**config.mk**
```make
export PLATFORM = sky130hd
export DESIGN_NAME = mcu_address_space_decoder
export DESIGN_NICKNAME = d
export VERILOG_FILES = /design/src/core/addr_space_pkg.sv /design/src/core/mcu_address_space_decoder.sv /design/src/core/data_byte_lane.sv
export SDC_FILE = /design/constraint.sdc
export NUM_CORES = 1
export LEC_CHECK = 0
export BUFFER_PORTS_ARGS = -buffer_cell sky130_fd_sc_hd__buf_2
export CAP_MARGIN = 10
export CELL_PAD_IN_SITES_DETAIL_PLACEMENT = 2
export CELL_PAD_IN_SITES_GLOBAL_PLACEMENT = 2
export CORE_ASPECT_RATIO = 1.75
export CORE_MARGIN = 2
export CORE_UTILIZATION = 29
export CTS_CLUSTER_DIAMETER = 50
export CTS_CLUSTER_SIZE = 25
export DETAILED_ROUTE_END_ITERATION = 10
export HOLD_SLACK_MARGIN = 0.12
export PLACE_DENSITY = 0.94
export SLEW_MARGIN = 10
export SYNTH_ARGS = -nofsm -noshare
export SYNTH_HDL_FRONTEND = slang
export SYNTH_SLANG_ARGS = --single-unit
```
**constraint.sdc**
```tcl
create_clock -name i_ref_clk -period 3.4 [get_ports i_ref_clk]
set_clock_uncertainty 0.1 [all_clocks]
set_input_delay 0.17 -clock i_ref_clk [delete_from_list [all_inputs] [get_ports i_ref_clk]]
set_output_delay 0.17 -clock i_ref_clk [all_outputs]
set_load 0.02 [all_outputs]
```
**src/core/addr_space_pkg.sv**
```systemverilog
package addr_space_pkg;
	localparam int          PROG_ADDR_W        = 24;
	localparam int          PC_W               = 23;
	localparam int          DATA_ADDR_W        = 16;
	localparam int          DATA_W             = 16;
	localparam int          PAGE_W             = 8;
	localparam int          PROG_WORD_W        = 24;
	localparam int          PROG_UPPER_IMPL_W  = 8;
	localparam int          WINDOW_SEL_BIT     = 15;
	localparam int          TABLE_PAGE_CFG_BIT = 7;
	localparam int          PC_STEP            = 2;
	localparam int          DATA_RAM_BYTES     = 16384;
	localparam int          USER_PROG_WORDS    = 88 * 1024;
	localparam logic [23:0] USER_TOP           = 24'h7fffff;
	localparam logic [23:0] RESET_JUMP_ADDR    = 24'h000000;
	localparam logic [23:0] RESET_START_ADDR   = 24'h000002;
	localparam logic [23:0] PRIMARY_IVT_LO     = 24'h000004;
	localparam logic [23:0] PRIMARY_IVT_HI     = 24'h0000ff;
	localparam logic [23:0] ALT_IVT_LO         = 24'h000100;
	localparam logic [23:0] ALT_IVT_HI         = 24'h0001ff;
	localparam logic [22:0] PC_RESET           = 23'h000000;

	typedef enum logic [3:0] {
		REGION_USER     = 4'h1,
		REGION_CONFIG   = 4'h2,
		REGION_IVT      = 4'h4,
		REGION_RESET    = 4'h8
	} prog_region_t;
endpackage : addr_space_pkg

```
**src/core/mcu_address_space_decoder.sv**
```systemverilog
`timescale 1ns/1ns
module mcu_address_space_decoder
#(
	parameter int RAM_BYTES  = addr_space_pkg::DATA_RAM_BYTES,
	parameter int PROG_WORDS = addr_space_pkg::USER_PROG_WORDS
)
(
	input  wire logic                                     i_ref_clk,
	input  wire logic                                     i_rst_n,
	// Fetch unit
	input  wire logic                                     i_pc_step,
	input  wire logic                                     i_pc_back,
	input  wire logic                                     i_pc_load,
	input  wire logic [addr_space_pkg::PC_W-1:0]          i_pc_target,
	// Table operations
	input  wire logic                                     i_table_read_op,
	input  wire logic                                     i_table_write_op,
	input  wire logic [addr_space_pkg::PAGE_W-1:0]        i_table_page_select,
	input  wire logic [15:0]                              i_table_offset,
	// Read address generation unit
	input  wire logic                                     i_rd_valid,
	input  wire logic [addr_space_pkg::DATA_ADDR_W-1:0]   i_rd_byte_effective_address,
	input  wire logic                                     i_rd_byte_op,
	input  wire logic                                     i_program_window_enable,
	input  wire logic [addr_space_pkg::PAGE_W-1:0]        i_visibility_page,
	// Write address generation unit
	input  wire logic                                     i_wr_valid,
	input  wire logic [addr_space_pkg::DATA_ADDR_W-1:0]   i_wr_byte_effective_address,
	// Memory read data
	input  wire logic [addr_space_pkg::DATA_W-1:0]        i_ram_rdata,
	input  wire logic [addr_space_pkg::PROG_WORD_W-1:0]   i_prog_rdata,
	// Outputs
	output logic      [addr_space_pkg::PC_W-1:0]          o_pc,
	output logic      [addr_space_pkg::PROG_ADDR_W-1:0]   o_prog_addr,
	output logic                                          o_prog_en,
	output logic                                          o_prog_config,
	output logic      [3:0]                               o_prog_region,
	output logic      [13:0]                              o_ram_rd_addr,
	output logic                                          o_ram_rd_en,
	output logic      [13:0]                              o_ram_wr_addr,
	output logic                                          o_ram_wr_en,
	output logic      [addr_space_pkg::DATA_W-1:0]        o_rd_data,
	output logic                                          o_rd_data_valid
);
	import addr_space_pkg::*;

	if (RAM_BYTES < 2 || RAM_BYTES > DATA_RAM_BYTES)
	begin : g_ram_size_check
		$error("RAM_BYTES out of range");
	end
	if (PROG_WORDS < 256 || PROG_WORDS > 24'h400000)
	begin : g_prog_size_check
		$error("PROG_WORDS out of range");
	end

	localparam logic [15:0] RAM_LIMIT  = 16'(RAM_BYTES);
	localparam logic [23:0] PROG_LIMIT = 24'(PROG_WORDS * PC_STEP);

	// Program counter, lower-word aligned
	always_ff @(posedge i_ref_clk or negedge i_rst_n)
	begin
		if (!i_rst_n)
			o_pc <= PC_RESET;
		else if (i_pc_load)
			o_pc <= {i_pc_target[PC_W-1:1], 1'b0};
		else if (i_pc_step && i_pc_back)
			o_pc <= o_pc - 23'(PC_STEP);
		else if (i_pc_step)
			o_pc <= o_pc + 23'(PC_STEP);
	end

	// Program address source; table ops take priority over window, then fetch
	logic        table_op;
	logic        data_win;
	logic [23:0] next_prog_addr;
	logic        next_config;
	assign table_op = i_table_read_op | i_table_write_op;
	assign data_win = i_rd_valid && i_rd_byte_effective_address[WINDOW_SEL_BIT]
		&& i_program_window_enable;

	always_comb
	begin
		next_config = 1'b0;
		if (table_op)
		begin
			next_prog_addr = {i_table_page_select, i_table_offset[15:1], 1'b0};
			next_config    = i_table_page_select[TABLE_PAGE_CFG_BIT];
		end
		else if (data_win)
			// 16K-word page: page picks bits 22:15, address bits 14:1 the word
			next_prog_addr = {1'b0, i_visibility_page,
				i_rd_byte_effective_address[14:1], 1'b0};
		else
			next_prog_addr = {1'b0, o_pc};
	end

	prog_region_t next_region;
	always_comb
	begin
		if (next_config)
			next_region = REGION_CONFIG;
		else if (next_prog_addr <= RESET_START_ADDR)
			next_region = REGION_RESET;
		else if (next_prog_addr >= PRIMARY_IVT_LO && next_prog_addr <= ALT_IVT_HI)
			next_region = REGION_IVT;
		else
			next_region = REGION_USER;
	end

	logic prog_impl;
	assign prog_impl = next_config || next_prog_addr < PROG_LIMIT;

	always_ff @(posedge i_ref_clk or negedge i_rst_n)
	begin
		if (!i_rst_n)
		begin
			o_prog_addr   <= RESET_JUMP_ADDR;
			o_prog_en     <= 1'b0;
			o_prog_config <= 1'b0;
			o_prog_region <= 4'h0;
		end
		else
		begin
			o_prog_addr   <= next_prog_addr;
			o_prog_en     <= prog_impl && (next_config || next_prog_addr <= USER_TOP);
			o_prog_config <= next_config;
			o_prog_region <= next_region;
		end
	end

	// Data RAM decode
	logic rd_ram_hit;
	logic wr_ram_hit;
	assign rd_ram_hit = i_rd_valid && !i_rd_byte_effective_address[WINDOW_SEL_BIT]
		&& i_rd_byte_effective_address < RAM_LIMIT;
	assign wr_ram_hit = i_wr_valid && !i_wr_byte_effective_address[WINDOW_SEL_BIT]
		&& i_wr_byte_effective_address < RAM_LIMIT;

	always_ff @(posedge i_ref_clk or negedge i_rst_n)
	begin
		if (!i_rst_n)
		begin
			o_ram_rd_addr <= 14'h0000;
			o_ram_rd_en   <= 1'b0;
			o_ram_wr_addr <= 14'h0000;
			o_ram_wr_en   <= 1'b0;
		end
		else
		begin
			o_ram_rd_addr <= {1'b0, i_rd_byte_effective_address[13:1]};
			o_ram_rd_en   <= rd_ram_hit;
			o_ram_wr_addr <= {1'b0, i_wr_byte_effective_address[13:1]};
			o_ram_wr_en   <= wr_ram_hit;
		end
	end

	// Read return: memory answers in the same cycle the address is registered
	logic       rd_pend;
	logic [1:0] rd_src;
	logic       rd_odd;
	logic       rd_byte;
	always_ff @(posedge i_ref_clk or negedge i_rst_n)
	begin
		if (!i_rst_n)
		begin
			rd_pend <= 1'b0;
			rd_src  <= 2'b00;
			rd_odd  <= 1'b0;
			rd_byte <= 1'b0;
		end
		else
		begin
			rd_pend <= i_rd_valid;
			rd_src  <= {data_win && prog_impl, rd_ram_hit};
			rd_odd  <= i_rd_byte_effective_address[0];
			rd_byte <= i_rd_byte_op;
		end
	end

	// Window reads return the lower word only
	logic [15:0] src_word;
	logic [15:0] lane_word;
	always_comb
	begin
		case (rd_src)
			2'b01:   src_word = i_ram_rdata;
			2'b10:   src_word = i_prog_rdata[15:0];
			default: src_word = 16'h0000;
		endcase
	end

	data_byte_lane u_lane
	(
		.i_word    (src_word),
		.i_odd     (rd_odd),
		.i_byte_op (rd_byte),
		.o_data    (lane_word)
	);

	always_ff @(posedge i_ref_clk or negedge i_rst_n)
	begin
		if (!i_rst_n)
		begin
			o_rd_data       <= 16'h0000;
			o_rd_data_valid <= 1'b0;
		end
		else
		begin
			o_rd_data       <= lane_word;
			o_rd_data_valid <= rd_pend;
		end
	end
endmodule : mcu_address_space_decoder

```
**src/core/data_byte_lane.sv**
```systemverilog
`timescale 1ns/1ns
// Passes a data word whole, or for byte ops picks one byte lane; even byte address is the low byte.
module data_byte_lane
(
	input  wire logic [15:0] i_word,
	input  wire logic        i_odd,
	input  wire logic        i_byte_op,
	output logic      [15:0] o_data
);
	always_comb
	begin
		if (!i_byte_op)
			o_data = i_word;
		else if (i_odd)
			o_data = {8'h00, i_word[15:8]};
		else
			o_data = {8'h00, i_word[7:0]};
	end
endmodule : data_byte_lane

```
=== After elaboration in Yosys (flattened, before gate mapping) ===
Cells that the tools add are included.

* $add $sub $neg: 2
* Magnitude comparators: 7
* Equality and inequality tests: 2
* Multiplexer cells: 12
* Bitwise operators: 1
* Reduce and logical (&&, ||, !) cells: 15

{| class="wikitable"
|+ Operators by type and width
! operator !! count
|-
| two-way mux 23 bit || 4
|-
| less-than comparator 16 x 15 -> 1 bit (second input constant) || 2
|-
| case mux 16 bit (2 select lines) || 1
|-
| greater-or-equal comparator 24 x 3 -> 1 bit (second input constant) || 1
|-
| <= comparator 24 x 2 -> 1 bit (second input constant) || 1
|-
| <= comparator 24 x 23 -> 1 bit (second input constant) || 1
|-
| <= comparator 24 x 9 -> 1 bit (second input constant) || 1
|-
| less-than comparator 24 x 18 -> 1 bit (second input constant) || 1
|-
| two-way mux 24 bit || 1
|-
| adder 23 x 2 -> 23 bit (second input constant) || 1
|-
| subtractor 23 x 2 -> 23 bit (second input constant) || 1
|-
| two-way mux 16 bit || 1
|-
| logical AND 1 bit || 10
|-
| two-way mux 4 bit || 2
|-
| two-way mux 8 bit || 1
|-
| two-way mux 3 bit || 1
|-
| nonzero test 3 bit || 1
|-
| equality test 2 x 1 -> 1 bit (second input constant) || 1
|-
| equality test 2 bit (second input constant) || 1
|-
| logical NOT 1 bit || 2
|-
| logical OR 1 bit || 2
|-
| two-way mux 1 bit || 1
|-
| bitwise OR 1 bit || 1
|}

* Register bits: 103
* Input bits: 138
* Output and inout port bits: 100
* Logic and storage cells: 54

=== Longest topological paths before layout ===
* Depth after elaboration: 9
* Depth in mapped cells: 12
* Depth with buffers taken out: 10

=== Modules after synthesis ===
From an unflattened synthesis, not the netlist that was laid out.

* Cell total of the unflattened synthesis: 511
* Area total of the unflattened synthesis: 5246.3 µm²

{| class="wikitable"
|+ Modules (own cells, without submodules)
! module !! instances !! cells each !! area each (µm²) !! sequential area each (µm²)
|-
| mcu_address_space_decoder || 1 || 494 || 5074.9 || 2477.4
|-
| data_byte_lane || 1 || 17 || 171.4 || 0.0
|}

=== Worst setup path after synthesis ===
No wires, ideal clock.

* Path type: input-to-reg
* From: in i_pc_step
* To: reg o_pc[19] (netlist bit)
* Setup time: 0.132 ns
* Arrival: 2.636 ns
* Data required time: 3.168 ns
* Setup slack: 0.532 ns
* Stages on the path: 11
* Path buffers: 1
* Path through: buf_1 -> nand2_1 -> inv_1 -> ha_1 -> a211o_1 -> a21oi_1 -> nand2b_1 -> o21a_1 -> a221oi_1 -> xor2_1 -> o21ai_0

* Word-level cells in the longest chain between the ends: 3
* Elaborated cells on any way between the ends: 4
* Classes of those cells: mux (2); reduce/logical (2)

{| class="wikitable"
|+ RTL lines
! item !! RTL line !! text
|-
| from (decl) || mcu_address_space_decoder.sv:11 || <nowiki>input wire logic i_pc_step,</nowiki>
|-
| logical AND 1 bit || mcu_address_space_decoder.sv:66 || <nowiki>else if (i_pc_step && i_pc_back)</nowiki>
|-
| two-way mux 23 bit || mcu_address_space_decoder.sv:66 ||
|-
| two-way mux 23 bit || mcu_address_space_decoder.sv:64 || <nowiki>else if (i_pc_load)</nowiki>
|-
| to (signal assigned) || mcu_address_space_decoder.sv:65 || <nowiki>o_pc <= {i_pc_target[PC_W-1:1], 1'b0};</nowiki>
|-
| to (signal assigned) || mcu_address_space_decoder.sv:67 || <nowiki>o_pc <= o_pc - 23'(PC_STEP);</nowiki>
|-
| to (signal assigned) || mcu_address_space_decoder.sv:69 || <nowiki>o_pc <= o_pc + 23'(PC_STEP);</nowiki>
|-
| to (decl) || mcu_address_space_decoder.sv:33 || <nowiki>output logic [addr_space_pkg::PC_W-1:0] o_pc,</nowiki>
|}

Several ways; a longest one is shown, not always the timed one.
A chain may end at the register's enable or synchronous reset.

=== Worst setup path in the final report ===
* From: in i_pc_back
* To: reg o_pc[19] (netlist bit)

* Word-level cells in the longest chain between the ends: 3
* Elaborated cells on any way between the ends: 4
* Classes of those cells: mux (2); reduce/logical (2)

{| class="wikitable"
|+ RTL lines
! item !! RTL line !! text
|-
| from (decl) || mcu_address_space_decoder.sv:12 || <nowiki>input wire logic i_pc_back,</nowiki>
|-
| logical AND 1 bit * || mcu_address_space_decoder.sv:66 ||
|-
| two-way mux 23 bit || mcu_address_space_decoder.sv:66 ||
|-
| two-way mux 23 bit || mcu_address_space_decoder.sv:64 ||
|}

Every way passes the cells marked *; elsewhere a longest branch is shown, timed or not.

==> results.json <==
{
  "number_of_nets_with_antenna_violations_after_routing": 0,
  "critical_path_fanout_max": 11,
  "design.die.area_um2": 18540,
  "worst_hold_slack_ns": 0.1544,
  "fp.coreArea_um2": 17030,
  "setup-tns-final_ns": 0,
  "slew_violations": 0,
  "crit_path_end_kind": "flop",
  "total_of_endpoints_with_negative_setup_slack_in_the_final_report": 0,
  "worst-path-stages": 12,
  "drive_above_1_share_pct": 32.47,
  "initialDrtViolationCount": 384,
  "reg2reg_to": "o_pc[19]",
  "outcome": "complete, no violations",
  "synth.yosys.seq_area_share_pct": 49.02,
  "synth_top_cells_by_area": "sky130_fd_sc_hd__dfrtp_1 49%, sky130_fd_sc_hd__mux2i_1 5.7%, sky130_fd_sc_hd__ha_1 5.4%",
  "die_width_um": 103.8,
  "clockRootBuffer": "sky130_fd_sc_hd__clkbuf_16",
  "power_density_nw_per_um2": 468.6,
  "r2r.worst_path.cells": 9,
  "via_count_of_the_first_global_routing_pass": 6720,
  "clk_transition_reported_paths_ns": 0.07,
  "cts_resized": 0,
  "critPathLaunchType": "primary input",
  "grt_antenna_before_repair": 1,
  "drv.max_cap_violation_count": 0,
  "setup.worst_path.class": "in -> reg",
  "post_synth.cell_area_avg_um2": 10.25,
  "postLayoutCoreUtil_pct": 44.64,
  "cpPeakStageDelay_ns": 0.41,
  "setup.reg_to_reg.worst_slack_ns": 0.34,
  "routed_wire_length_per_instance_um": 29.48,
  "final_nets": 963,
  "worst_path_max_delay_cell": "sky130_fd_sc_hd__a221oi_1",
  "path_delay_family": "compound AO/OA/AOI/OAI gates",
  "synth_edf_count": 0,
  "port_buffer_count": 223,
  "worst_r2r_src": "o_pc[1]",
  "sinks_on_the_clock_net": 99,
  "timing.critical_path.arrival_ns": 3.20,
  "yosysTopAreaCellShare_pct": 49.02,
  "dr_total_vias": 5765,
  "max_slew.worst_pin.slew_ns": 0.8531,
  "num_io_pins": 238,
  "max_clock_freq_ghz": 0.3245,
  "synth_top_cell_by_area": "sky130_fd_sc_hd__dfrtp_1",
  "floorplan.rows": 63,
  "clock_insertion_delay_worst_skew_ns": 0.35,
  "postSynth.topFlopCell": "sky130_fd_sc_hd__dfrtp_1",
  "critical_path.endpoint": "o_pc[19]",
  "max-slew-margin-rel_pct": 43.13,
  "grt_overflow_total": 0,
  "viasPerCell": 5.570,
  "tritoncts": "built",
  "drc": 0,
  "cts_buffers": 9,
  "cts_setup_buffers": 0,
  "detailed_place_hpwl_mm": 18.21,
  "grt_pass1_wl_mm": 45.20,
  "asyncSetResetFlopFracSynth_pct": 100.0,
  "worstPathRequired_ns": 3.52,
  "layout_commonest_cell": "sky130_fd_sc_hd__buf_2",
  "synth.ff_latch_count": 99,
  "synth.lib_cells_used.distinct": 61,
  "start_util_pct": 29.68,
  "routabilityCongestion": 0.7958,
  "area.growth.synth_to_final_pct": 50.41,
  "rsz0062_at_grt": "no",
  "yosys_warnings": 0,
  "hold_path_class": "in -> reg",
  "time_the_final_worst_path_needs_with_i_o_delays_and_setup_ns": 3.082,
  "ctsHtreeMaxLevel": 3,
  "die_height_um": 178.6,
  "critical_path_buf_inv_count": 3,
  "worst_setup_path_startpoint": "i_pc_back",
  "clock_path_buffers": 2,
  "grt_start_max_net_pins": 61,
  "leakage_component_of_the_power_nw": 3.876,
  "synthesis.area_um2": 5054,
  "drtPass1Iterations": 7,
  "grtUsageTotal_pct": 33.12,
  "max-vdd-ir-drop_mv": 0.2479,
  "wirelength_mm": 30.52,
  "timing.critical_path.cells": "buf_2 > nand2_1 > inv_1 > buf_4 > ha_1 > a211o_1 > a21oi_1 > nand2b_1 > o21a_1 > a221oi_1 > xor2_1 > o21ai_0",
  "syn-instance-count": 493,
  "hold_violations": 0,
  "min_period_over_period_pct": 90.65,
  "most-common-layout-cells": "222 x sky130_fd_sc_hd__buf_2, 99 x sky130_fd_sc_hd__dfrtp_1, 91 x sky130_fd_sc_hd__dlygate4sd3_1, 46 x sky130_fd_sc_hd__nand2_1, 38 x sky130_fd_sc_hd__o21ai_0"
}
-- worst min-delay path: stages --
cell                      delay (ns)
sky130_fd_sc_hd__buf_2          0.08
sky130_fd_sc_hd__a22oi_1        0.16
sky130_fd_sc_hd__nor2_1         0.15
-- through the flow --
stage / total power [mW] / instances / setup slack (ns) / instance area, µm²
after floorplan: 1.916 / 496 / 0.5321 / 5065
after global placement: 2.268 / 927 / 0.3613 / 6396
after detailed placement: 2.321 / 927 / 0.2357 / 6396
after CTS: 3.443 / 1034 / 0.6014 / 7599
after global routing: 3.690 / 1035 / 0.1039 / 7601
final: 3.562 / 1035 / 0.3179 / 7601
-- synth_stat cells (8+ instances only) --
cell,n
sky130_fd_sc_hd__a21o_1,11
sky130_fd_sc_hd__mux2i_1,29
sky130_fd_sc_hd__a222oi_1,8
sky130_fd_sc_hd__inv_1,12
sky130_fd_sc_hd__buf_4,8
sky130_fd_sc_hd__dfrtp_1,99
sky130_fd_sc_hd__nor2_1,30
sky130_fd_sc_hd__a22oi_1,9
sky130_fd_sc_hd__and3_1,12
sky130_fd_sc_hd__nor2b_1,8
sky130_fd_sc_hd__ha_1,22
sky130_fd_sc_hd__clkbuf_1,18
sky130_fd_sc_hd__nand2_1,46
sky130_fd_sc_hd__a311oi_1,8
sky130_fd_sc_hd__a21oi_1,34
sky130_fd_sc_hd__o21ai_0,38
sky130_fd_sc_hd__xnor2_1,10
-- routing by layer --
metal  vias to the layer above  global-route usage (%)  share of wire [%]
li1                       2418                       -                  -
met1                      2900                   33.53                 35
met2                       332                   60.71                 53
met3                       115                   6.832                5.6
met4                         0                   23.09                7.3
met5                         -                       0                  0
-- registers in the layout, indices dropped and copies added (netlist names) --
| name | cells |
|---|---|
| o_ram_wr_addr | 13 |
| rd_src | 2 |
| o_rd_data | 16 |
| o_prog_region | 4 |
| o_prog_en | 1 |
| o_pc | 22 |
| o_ram_rd_addr | 13 |
| rd_byte | 1 |
| o_prog_addr | 23 |
| rd_odd | 1 |
| rd_pend | 1 |
| o_ram_wr_en | 1 |
| o_rd_data_valid | 1 |
-- power breakdown --
part           internal, mW  total (mW)  switching [mW]
registers              1.27        1.38           0.113
clock network         0.559        1.05           0.496
logic                 0.423        1.13           0.702
-- worst min-delay path by stage --
stage	startpoint	to	slack, ns	depth (start not counted)
global route	i_prog_rdata[9]	o_rd_data[9]	0.16	3
global placement	i_rst_n	o_rd_data[12]	0.18	1
floorplan	i_rst_n	o_pc[10]	-0.23	0
CTS	i_table_offset[15]	o_prog_addr[15]	0.13	3
finish	i_prog_rdata[9]	o_rd_data[9]	0.15	3
detailed placement	i_wr_byte_effective_address[8]	o_ram_wr_addr[7]	0.18	1
-- logic make-up after synthesis --
group	share of synthesized area [%]
compound gates	19.76
simple gates	13.17
flops	49.02
buf+inv	4.085
mux	5.967
fa+ha+maj	5.843
xor+xnor	2.080
other cells	0.07420
-- repair_timing --
action / CTS / global route
setup endpoints to repair: 0 / 0
endpoints found under the hold margin: 139 / 0
hold buffers: 91 / 0
-- layout make-up --
| cell class | instances | area, µm² |
|---|---|---|
| repair buffers | 326 | 2120 |
| clock inverters | 3 | 21.27 |
| flip-flops and latches | 99 | 2477 |
| multi-input cells | 354 | 2381 |
| well taps | 227 | 284.0 |
| inverters | 12 | 45.04 |
| fillers | 1829 | 9425 |
| diodes | 1 | 2.502 |
| clock buffers | 13 | 270.3 |
No activity file was read; power rests on OpenSTA's default activity.
